File: src/rucc_pkg.sv
// Shared constants, register map and types for the remote update configuration controller
package rucc_pkg;
	localparam logic [7:0] ADDR_CTRL = 8'h00;
	localparam logic [7:0] ADDR_WDT = 8'h04;
	localparam logic [7:0] ADDR_STAT = 8'h08;
	localparam logic [7:0] ADDR_CMD = 8'h0C;
	localparam logic [7:0] ADDR_ISTAT = 8'h10;
	localparam logic [7:0] ADDR_IMASK = 8'h14;
	localparam logic [1:0] RESP_OKAY = 2'h0;
	localparam logic [1:0] RESP_SLVERR = 2'h2;
	localparam int CMD_START_BIT = 0;
	localparam int CMD_RESTART_BIT = 1;
	localparam int CMD_KICK_BIT = 2;
	localparam int WDT_EN_BIT = 12;
	localparam int CLKSEL_LSB = 13;
	localparam int STAT_APP_BIT = 3;
	localparam int STAT_USER_BIT = 4;
	localparam int IRQ_USER_BIT = 0;
	localparam int IRQ_RECONF_BIT = 1;
	localparam logic [23:0] CTRL_RST = 24'h000000;
	localparam logic [11:0] WDT_SET_RST = 12'h000;
	localparam logic [1:0] IMASK_RST = 2'h0;
	localparam logic [23:0] FACTORY_ADDR = 24'h000000;
	localparam logic [7:0] WDT_LOW_ZERO = 8'h00;
	localparam int CLK_PERIOD_NS = 4;
	localparam int OSC40_PERIOD_NS = 25;
	localparam int OSC20_PERIOD_NS = 50;
	// Shortest legal half period, rounded up so the link never exceeds its rate
	localparam logic [3:0] HALF40_CYC = 4'((OSC40_PERIOD_NS + 2 * CLK_PERIOD_NS - 1) / (2 * CLK_PERIOD_NS));
	localparam logic [3:0] HALF20_CYC = 4'((OSC20_PERIOD_NS + 2 * CLK_PERIOD_NS - 1) / (2 * CLK_PERIOD_NS));
	localparam logic [3:0] RELOAD_CYC = 4'h8;
	typedef enum logic [1:0] {CLK_OSC40 = 2'b00, CLK_OSC20 = 2'b01, CLK_USER = 2'b10} rucc_clksel_t;
	typedef enum logic [2:0] {
		CAUSE_NONE = 3'b000,
		CAUSE_CRC = 3'b001,
		CAUSE_WDT = 3'b010,
		CAUSE_STATUS = 3'b011,
		CAUSE_RESTART = 3'b100
	} rucc_cause_t;
	typedef enum logic [2:0] {
		S_IDLE = 3'b000,
		S_LOAD = 3'b001,
		S_WAIT = 3'b010,
		S_USER = 3'b011,
		S_CAUSE = 3'b100,
		S_RELOAD = 3'b101
	} rucc_state_t;
	typedef struct packed {
		logic [3:0] cnt;
		logic sclk;
	} rucc_gen_t;
	typedef struct packed {
		rucc_state_t st;
		logic [23:0] ctrl;
		logic [11:0] wdt_set;
		logic wdt_en;
		logic [1:0] clk_sel;
		rucc_cause_t cause;
		rucc_cause_t pcause;
		logic img_app;
		logic tgt_app;
		logic [23:0] mem_addr;
		logic [15:0] bit_cnt;
		logic par;
		logic [19:0] wdt_cnt;
		logic [3:0] rl_cnt;
		logic [1:0] ist;
		logic [1:0] imask;
		logic aw_have;
		logic [7:0] aw_addr;
		logic w_have;
		logic [31:0] wdata;
		logic [3:0] wstrb;
		logic bvalid;
		logic [1:0] bresp;
		logic rvalid;
		logic [31:0] rdata;
		logic [1:0] rresp;
	} rucc_st_t;
endpackage : rucc_pkg

File: src/rucc_clk_if.sv
// Link clock control between the controller and its clock generator
`timescale 1ns/1ps
interface rucc_clk_if;
	logic [1:0] sel;
	logic usr;
	logic run;
	logic tick;
	logic sclk;
	modport src (input sel, input usr, input run, output tick, output sclk);
	modport snk (output sel, output usr, output run, input tick, input sclk);
endinterface : rucc_clk_if

File: src/rucc_sync.sv
// Two-flop synchroniser for a group of external inputs
`timescale 1ns/1ps
module rucc_sync #(
	parameter int W = 6
) (
	// Clock and reset
	input wire logic aclk,
	input wire logic aresetn,
	// Data
	input wire logic [W-1:0] din,
	output logic [W-1:0] dout
);
	typedef struct packed {
		logic [W-1:0] s1;
		logic [W-1:0] s2;
	} rucc_sync_t;
	rucc_sync_t s_q;
	rucc_sync_t s_d;
	always_comb
	begin
		s_d.s1 = din;
		s_d.s2 = s_q.s1;
	end
	always_ff @(posedge aclk)
	begin
		if (!aresetn)
			s_q <= '0;
		else
			s_q <= s_d;
	end
	assign dout = s_q.s2;
endmodule : rucc_sync

File: src/rucc_sclk_gen.sv
// Serial link clock generator: internal oscillator divider or user clock follower
`timescale 1ns/1ps
module rucc_sclk_gen
	import rucc_pkg::*;
(
	// Clock and reset
	input wire logic aclk,
	input wire logic aresetn,
	// Control
	rucc_clk_if.src c
);
	rucc_gen_t s_q;
	rucc_gen_t s_d;
	logic [3:0] half;
	logic tick;
	always_comb
	begin
		s_d = s_q;
		tick = 1'b0;
		half = (c.sel == CLK_OSC20) ? HALF20_CYC : HALF40_CYC;
		if (!c.run)
		begin
			s_d.cnt = 4'h0;
			s_d.sclk = 1'b0;
		end
		else if (c.sel == CLK_USER)
		begin
			// A level already high at frame start is no edge; the data path also needs three cycles to settle
			if (s_q.cnt != 4'h4)
			begin
				if (s_q.cnt != 4'h3)
					s_d.cnt = s_q.cnt + 4'h1;
				else if (!c.usr)
					s_d.cnt = 4'h4;
			end
			else
			begin
				s_d.sclk = c.usr;
				tick = c.usr && !s_q.sclk;
			end
		end
		else if (s_q.cnt == half - 4'h1)
		begin
			s_d.cnt = 4'h0;
			s_d.sclk = !s_q.sclk;
			tick = !s_q.sclk;
		end
		else
			s_d.cnt = s_q.cnt + 4'h1;
	end
	always_ff @(posedge aclk)
	begin
		if (!aresetn)
			s_q <= '0;
		else
			s_q <= s_d;
	end
	assign c.tick = tick;
	assign c.sclk = s_q.sclk;
endmodule : rucc_sclk_gen

File: src/rucc_top.sv
// Remote update configuration controller with AXI4-Lite register access
// Operation
// - Serial link clock from 40 or 20 MHz oscillator divider or user clock.
// - Shared complete flag must read high before user mode is entered.
// - After loading, drive chip enable output low to start the next device.
// - Successful completion in chain order also drives chip enable output low.
// - Load error of an image records its cause code in hardware.
// - Status line low, CRC error, watchdog timeout, restart all record a cause.
// - Every error reloads the factory image.
// - Error-free load enters user mode.
// - Control, status, watchdog and sequencing live in this hard block.
`timescale 1ns/1ps
module rucc_top
	import rucc_pkg::*;
#(
	parameter int unsigned IMAGE_BITS = 1024
) (
	// Clock and reset
	input wire logic aclk,
	input wire logic aresetn,
	// AXI4-Lite write
	input wire logic s_axi_awvalid,
	output logic s_axi_awready,
	input wire logic [7:0] s_axi_awaddr,
	input wire logic s_axi_wvalid,
	output logic s_axi_wready,
	input wire logic [31:0] s_axi_wdata,
	input wire logic [3:0] s_axi_wstrb,
	output logic s_axi_bvalid,
	input wire logic s_axi_bready,
	output logic [1:0] s_axi_bresp,
	// AXI4-Lite read
	input wire logic s_axi_arvalid,
	output logic s_axi_arready,
	input wire logic [7:0] s_axi_araddr,
	output logic s_axi_rvalid,
	input wire logic s_axi_rready,
	output logic [31:0] s_axi_rdata,
	output logic [1:0] s_axi_rresp,
	// Configuration memory link
	input wire logic user_clock_input,
	output logic config_serial_clock,
	input wire logic config_data_in,
	output logic mem_select_n,
	output logic [23:0] mem_addr,
	// Chain pins
	input wire logic chip_enable_in_n,
	output logic chip_enable_out_n,
	input wire logic config_complete_flag_i,
	output logic config_complete_flag_o,
	output logic config_complete_flag_oe,
	input wire logic config_status_n_i,
	output logic config_status_n_o,
	output logic config_status_n_oe,
	input wire logic config_restart_n,
	// Status
	output logic user_mode,
	output logic irq
);
	rucc_st_t s_q;
	rucc_st_t n;
	rucc_clk_if clk_if ();
	logic [5:0] syn;
	logic usr_s;
	logic data_s;
	logic ce_s;
	logic done_s;
	logic stat_s;
	logic rst_s;
	logic kick;
	logic swrst;
	logic start;
	logic last;
	logic wdt_hit;
	logic [1:0] clr;
	logic [1:0] iset;
	logic [31:0] m;
	logic [31:0] wv;
	logic [31:0] cur;

	function automatic logic [31:0] bmask(input logic [3:0] s);
		bmask = {{8{s[3]}}, {8{s[2]}}, {8{s[1]}}, {8{s[0]}}};
	endfunction : bmask

	rucc_sync #(
		.W(6)
	) u_sync (
		.aclk(aclk),
		.aresetn(aresetn),
		.din({user_clock_input, config_data_in, chip_enable_in_n, config_complete_flag_i,
			config_status_n_i, config_restart_n}),
		.dout(syn)
	);
	assign {usr_s, data_s, ce_s, done_s, stat_s, rst_s} = syn;

	rucc_sclk_gen u_gen (
		.aclk(aclk),
		.aresetn(aresetn),
		.c(clk_if.src)
	);
	assign clk_if.sel = s_q.clk_sel;
	assign clk_if.usr = usr_s;
	assign clk_if.run = (s_q.st == S_LOAD);

	assign last = (s_q.bit_cnt == 16'(IMAGE_BITS - 1));
	assign wdt_hit = s_q.img_app && s_q.wdt_en && (s_q.wdt_cnt == {s_q.wdt_set, WDT_LOW_ZERO});

	always_comb
	begin
		n = s_q;
		kick = 1'b0;
		swrst = 1'b0;
		start = 1'b0;
		clr = 2'h0;
		iset = 2'h0;
		m = 32'h0;
		wv = 32'h0;
		cur = 32'h0;
		// Write channels are taken independently, answered once both are held
		if (s_axi_awvalid && !s_q.aw_have)
		begin
			n.aw_have = 1'b1;
			n.aw_addr = s_axi_awaddr;
		end
		if (s_axi_wvalid && !s_q.w_have)
		begin
			n.w_have = 1'b1;
			n.wdata = s_axi_wdata;
			n.wstrb = s_axi_wstrb;
		end
		if (s_q.bvalid && s_axi_bready)
			n.bvalid = 1'b0;
		if (s_q.aw_have && s_q.w_have && !s_q.bvalid)
		begin
			m = bmask(s_q.wstrb);
			wv = s_q.wdata & m;
			n.aw_have = 1'b0;
			n.w_have = 1'b0;
			n.bvalid = 1'b1;
			n.bresp = RESP_OKAY;
			if (s_q.aw_addr == ADDR_CTRL)
				n.ctrl = (s_q.ctrl & ~m[23:0]) | wv[23:0];
			else if (s_q.aw_addr == ADDR_WDT)
			begin
				cur = {17'h00000, s_q.clk_sel, s_q.wdt_en, s_q.wdt_set};
				cur = (cur & ~m) | wv;
				n.wdt_set = cur[11:0];
				n.wdt_en = cur[WDT_EN_BIT];
				n.clk_sel = cur[CLKSEL_LSB+1:CLKSEL_LSB];
			end
			else if (s_q.aw_addr == ADDR_CMD)
			begin
				start = wv[CMD_START_BIT];
				swrst = wv[CMD_RESTART_BIT];
				kick = wv[CMD_KICK_BIT];
			end
			else if (s_q.aw_addr == ADDR_IMASK)
				n.imask = (s_q.imask & ~m[1:0]) | wv[1:0];
			else if (s_q.aw_addr != ADDR_STAT && s_q.aw_addr != ADDR_ISTAT)
				n.bresp = RESP_SLVERR;
		end
		if (s_q.rvalid && s_axi_rready)
			n.rvalid = 1'b0;
		if (s_axi_arvalid && !s_q.rvalid)
		begin
			n.rvalid = 1'b1;
			n.rresp = RESP_OKAY;
			n.rdata = 32'h0;
			if (s_axi_araddr == ADDR_CTRL)
				n.rdata = {8'h00, s_q.ctrl};
			else if (s_axi_araddr == ADDR_WDT)
				n.rdata = {17'h00000, s_q.clk_sel, s_q.wdt_en, s_q.wdt_set};
			else if (s_axi_araddr == ADDR_STAT)
				n.rdata = {27'h0000000, s_q.st == S_USER, s_q.img_app, s_q.cause};
			else if (s_axi_araddr == ADDR_ISTAT)
			begin
				n.rdata = {30'h00000000, s_q.ist};
				clr = 2'h3;
			end
			else if (s_axi_araddr == ADDR_IMASK)
				n.rdata = {30'h00000000, s_q.imask};
			else if (s_axi_araddr != ADDR_CMD)
				n.rresp = RESP_SLVERR;
		end
		// Watchdog runs only for an application image that enabled it
		if (kick || s_q.st != S_USER || !s_q.img_app || !s_q.wdt_en)
			n.wdt_cnt = 20'h00000;
		else
			n.wdt_cnt = s_q.wdt_cnt + 20'h00001;
		case (s_q.st)
			S_IDLE:
			begin
				// Waits for the chain enable and for the status line to be released
				if (!ce_s && stat_s && rst_s)
				begin
					n.st = S_LOAD;
					n.img_app = s_q.tgt_app;
					n.mem_addr = s_q.tgt_app ? s_q.ctrl : FACTORY_ADDR;
					n.bit_cnt = 16'h0000;
					n.par = 1'b0;
				end
			end
			S_LOAD:
			begin
				if (!stat_s)
				begin
					n.pcause = CAUSE_STATUS;
					n.st = S_CAUSE;
				end
				else if (clk_if.tick)
				begin
					n.par = s_q.par ^ data_s;
					n.bit_cnt = s_q.bit_cnt + 16'h0001;
					if (last && (s_q.par ^ data_s))
					begin
						n.pcause = CAUSE_CRC;
						n.st = S_CAUSE;
					end
					else if (last)
						n.st = S_WAIT;
				end
			end
			S_WAIT:
			begin
				if (!stat_s)
				begin
					n.pcause = CAUSE_STATUS;
					n.st = S_CAUSE;
				end
				else if (done_s)
				begin
					n.st = S_USER;
					iset[IRQ_USER_BIT] = 1'b1;
				end
			end
			S_USER:
			begin
				if (!stat_s)
				begin
					n.pcause = CAUSE_STATUS;
					n.st = S_CAUSE;
				end
				else if (wdt_hit)
				begin
					n.pcause = CAUSE_WDT;
					n.st = S_CAUSE;
				end
				else if (start && !s_q.img_app)
				begin
					n.tgt_app = 1'b1;
					n.rl_cnt = 4'h0;
					n.st = S_RELOAD;
				end
			end
			S_CAUSE:
			begin
				// Cause lands on the same edge that starts the reload so it is never stale
				n.cause = s_q.pcause;
				n.tgt_app = 1'b0;
				n.rl_cnt = 4'h0;
				n.st = S_RELOAD;
				iset[IRQ_RECONF_BIT] = 1'b1;
			end
			S_RELOAD:
			begin
				n.rl_cnt = s_q.rl_cnt + 4'h1;
				if (s_q.rl_cnt == RELOAD_CYC - 4'h1)
					n.st = S_IDLE;
			end
			default:
				n.st = S_IDLE;
		endcase
		// Restart pin or software restart aborts any active phase
		if ((!rst_s || swrst) && (s_q.st == S_LOAD || s_q.st == S_WAIT || s_q.st == S_USER))
		begin
			n.pcause = CAUSE_RESTART;
			n.st = S_CAUSE;
		end
		n.ist = (s_q.ist & ~clr) | iset;
	end

	always_ff @(posedge aclk)
	begin
		if (!aresetn)
		begin
			s_q <= '0;
			s_q.ctrl <= CTRL_RST;
			s_q.wdt_set <= WDT_SET_RST;
			s_q.imask <= IMASK_RST;
		end
		else
			s_q <= n;
	end

	assign s_axi_awready = !s_q.aw_have;
	assign s_axi_wready = !s_q.w_have;
	assign s_axi_bvalid = s_q.bvalid;
	assign s_axi_bresp = s_q.bresp;
	assign s_axi_arready = !s_q.rvalid;
	assign s_axi_rvalid = s_q.rvalid;
	assign s_axi_rdata = s_q.rdata;
	assign s_axi_rresp = s_q.rresp;
	assign config_serial_clock = clk_if.sclk;
	assign mem_select_n = (s_q.st != S_LOAD);
	assign mem_addr = s_q.mem_addr;
	// Open-drain lines: value is always low, the enable does the driving
	assign config_complete_flag_o = 1'b0;
	assign config_complete_flag_oe = (s_q.st != S_WAIT) && (s_q.st != S_USER);
	assign config_status_n_o = 1'b0;
	assign config_status_n_oe = (s_q.st == S_RELOAD);
	assign chip_enable_out_n = !((s_q.st == S_WAIT) || (s_q.st == S_USER));
	assign user_mode = (s_q.st == S_USER);
	assign irq = |(s_q.ist & s_q.imask);
endmodule : rucc_top

File: config.mk
export PLATFORM = sky130hd
export DESIGN_NAME = rucc_top
export DESIGN_NICKNAME = d
export VERILOG_FILES = /design/src/rucc_pkg.sv /design/src/rucc_clk_if.sv /design/src/rucc_sync.sv /design/src/rucc_sclk_gen.sv /design/src/rucc_top.sv
export SDC_FILE = /design/constraint.sdc
export NUM_CORES = 1
export LEC_CHECK = 0
export BUFFER_PORTS_ARGS = -buffer_cell sky130_fd_sc_hd__buf_2
export CAP_MARGIN = 20
export CELL_PAD_IN_SITES_DETAIL_PLACEMENT = 0
export CELL_PAD_IN_SITES_GLOBAL_PLACEMENT = 1
export CORE_ASPECT_RATIO = 1.4
export CORE_MARGIN = 4
export CORE_UTILIZATION = 37
export DETAILED_ROUTE_END_ITERATION = 10
export PLACE_DENSITY = 0.76
export SETUP_SLACK_MARGIN = 0.15
export SYNTH_ARGS = -nofsm -noshare
export SYNTH_HDL_FRONTEND = slang
export SYNTH_SLANG_ARGS = --single-unit
File: constraint.sdc
create_clock -name aclk -period 2.36 [get_ports aclk]
set_input_delay 0.708 -clock aclk [delete_from_list [all_inputs] [get_ports aclk]]
set_output_delay 0.708 -clock aclk [all_outputs]
set_load 0.02 [all_outputs]
==> results.md <==
- RSZ-0062 raised after global routing: true
- DR iter-0 viols: between 300 and 400
- WP data arrival: 2.62 ns
- Most common cell after layout, fill and taps aside: dfxtp_1
- Status: complete, no violations
- Worst setup SP type: flip-flop
- Comb pwr share: around 5.5%
- Tmin final: roughly 2.2 ns
- Pin count of the biggest net entering global routing: 58
- Sequential power share: between 40% and 50%
- Row count: 66
- Fill cells: 2334
- Async SR Flop Fraction: 0%
- Detailed-route wire length per cell: 15.93 um
- Synth Instances: between 900 and 1000
- H-tree levels: 1
- Placed inst area: 0.009620 sq mm
- LEAKAGE: 4.153 nW
- Initial antenna violation count: 1
- I/O Buffers: 117
- Tcrit/Tclk final: ~94%
- Peak VDD IR: 0.0005088 V
- Fin. Hold Viols: 0
- EDFF count, synth: 0
- CTS tree: built
- Mapped Area: around 0.0088 sq mm
- Floorplan core area: 0.02329 sq mm
- Type of the tightest min-delay check: in2reg
- Critical Path Sink: s_q[122]$_SDFFE_PN0P_
- CTS Sinks: around 200
- # hold bufs at CTS: 0
- Antenna Cells: 0
- Initial Util: between 30% and 40%
- Synth unique cells: 67
- CTS clk-pin slew, worst paths: ~0.060 ns
- Die Width: 138.2 um
- GRT overflow: 0
- Max FO, Critical Path: 7
- R2R depth: 7
- Post-Syn Area per Cell: 9.009 sq um
- F_max: 0.4492 GHz
- Seq/Total Area, Yosys: a little under half
- Int Power: around 5.6 mW
- Residual DRC: 0
- Clock Tree Root: clkbuf_16
- Later-pin clock latency in the skew report: around 0.5 ns
- Die height: about 190 um
- Share of post-route cells with drive strength above 1: 25.41%
- Drt pass-1 iters: 4
- Final Skew: ~0.022 ns
- Vias in the first global route: between 6000 and 7000
- Final setup fails: 0
- Total chip power: around 7.3 mW
- Commonest non-fill, non-tap cells in the layout: dfxtp_1 (196), nor2_1 (136), buf_2 (115)
- Top Ports: between 100 and 150
- Final instance area: approximately 0.011 sq mm
- Critical Path RT: 2.75 ns
- Fin cells: roughly 1400
- Final HPWL DP: between 15 and 20 mm
- GRT Total Usage: 16.14%
- Placed Instances: between 1000 and 1500
- Power Density: 687.9 mW/mm^2
- Max Slew Vio Count: 0
- Clock power frac: between 40% and 50%
- Die area: 0.02628 sq mm
- First-pass GRT wire length: around 35 mm
- Setup_tns: 0 ns
- Max_slew headroom: roughly three fifths
- Nets: around 1100
- GP Congestion: 0.8290
- Flop2flop setup slack: about 0.13 ns
- Sw frac: between 20% and 30%
- Area growth, synth to finish: 21.13%
- Clock buffer depth: 3
- Via count: just under 7000
- Vias/cell: slightly below 5
- Kind of critical path: reg2reg
- Most used flip-flop cell after synthesis: dfxtp_1
- TritonCTS buffer count: 22
- Final ANT Viol Nets: 0
- Sw power: 1.668 mW
- Max_cap viols: 0
- Worst-Margin Slew: 0.5908 ns
- Yosys reg bits: 201
- Final Routed Wirelength: 22.17 mm
- R2R Path End: s_q[122]$_SDFFE_PN0P_
- Worst setup EP type: flip-flop
- Fin util: about 46%
- Ys Warns: 0
worst max-delay path, stage by stage, from the launching register on:
cell       delay [ns]
dfxtp_2          0.34
or4b_4           0.55
a311oi_4         0.22
buf_6            0.16
o21bai_2         0.17
a2111oi_2        0.45
xnor2_1          0.16
nor2_1           0.05
synth_stat cells (all sizes together), types with 5 or more instances:
cell       n  area share, %
xor2      28            2.8
nor2     138            5.9
and3       7           0.50
a22o      26            2.6
a22oi     13            1.1
a2111oi   10            1.4
inv       19           0.81
nor2b      5           0.36
nand4      8           0.57
nand3     30            1.7
and2      19            1.4
buf       71            6.0
o21ai     10           0.57
ha         6           0.86
dfxtp    201             46
a21oi     63            3.7
mux2i     54            6.2
nand2    105            4.5
clkbuf    42            1.8
nor3      13           0.74
a211oi     8           0.68
nor4       9           0.81
mux2      14            1.8
xnor2     20            2.0
routing by layer:
metal,up-vias,global-route usage [%],part of all wire (%)
met3,32,2.785,4.0
met2,122,28.91,50
li1,3469,-,-
met4,2,3.878,1.8
met5,-,0,0.032
met1,3233,20.24,44
power groups by stage:
stage,logic [mW],registers [mW],clock network (mW)
2_1_floorplan,0.258,3.56,0
3_3_place_gp,0.386,3.58,0
3_5_place_dp,0.389,3.58,0
4_1_cts,0.396,3.51,3.49
5_1_grt,0.442,3.52,3.61
6_report,0.399,3.51,3.40
worst min-delay path by stage:
stage | startpoint | end | slack [ns] | cells after the start
floorplan | u_sync.s_d[0]$_SDFF_PN0_ | u_sync.dout[0]$_SDFF_PN0_ | 0.41 | 1
global placement | u_sync.s_d[1]$_SDFF_PN0_ | u_sync.dout[1]$_SDFF_PN0_ | 0.42 | 1
detailed placement | u_sync.s_d[1]$_SDFF_PN0_ | u_sync.dout[1]$_SDFF_PN0_ | 0.42 | 1
CTS | s_axi_rready | s_axi_rvalid$_SDFFE_PN0P_ | 0.37 | 2
global route | s_axi_rready | s_axi_rvalid$_SDFFE_PN0P_ | 0.38 | 2
finish | s_axi_rready | s_axi_rvalid$_SDFFE_PN0P_ | 0.39 | 2
per-stage QoR:
step                worst slack (ns)  hold slack [ns]
floorplan                     0.1536           0.4119
global placement             0.04203           0.4209
detailed placement         -0.007357           0.4249
CTS                           0.1080           0.3676
global route                 0.01262           0.3815
finish                        0.1336           0.3859
what timing repair did:
action	in CTS	in global routing
buffers inserted	0	9
gates resized for setup	19	27
setup endpoints to repair	40	60
pin swaps	1	10
gates cloned	0	1
cells by family (layout without fill, tap and decap cells):
kind of cell	Yosys count	in the layout	share of synthesized area (%)
xor+xnor	48	48	4.791
fa+ha+maj	6	6	0.8555
compound gates	153	154	12.62
other cells	1	12	0.04274
buf+inv	132	232	8.570
flops	201	201	45.86
mux	68	68	7.957
simple gates	365	365	19.31
final cells by class:
| class | count | area, sq um | area share (%) |
|---|---|---|---|
| tap | 306 | 382.9 | 3.602 |
| timing repair buffer | 176 | 1159 | 10.90 |
| inverter | 19 | 72.57 | 0.6828 |
| multi-input combinational | 653 | 4253 | 40.01 |
| sequential | 201 | 4035 | 37.96 |
| clock buffer | 31 | 654.4 | 6.157 |
| clock inverter | 6 | 72.57 | 0.6828 |
No activity file was read; power rests on OpenSTA's default activity.
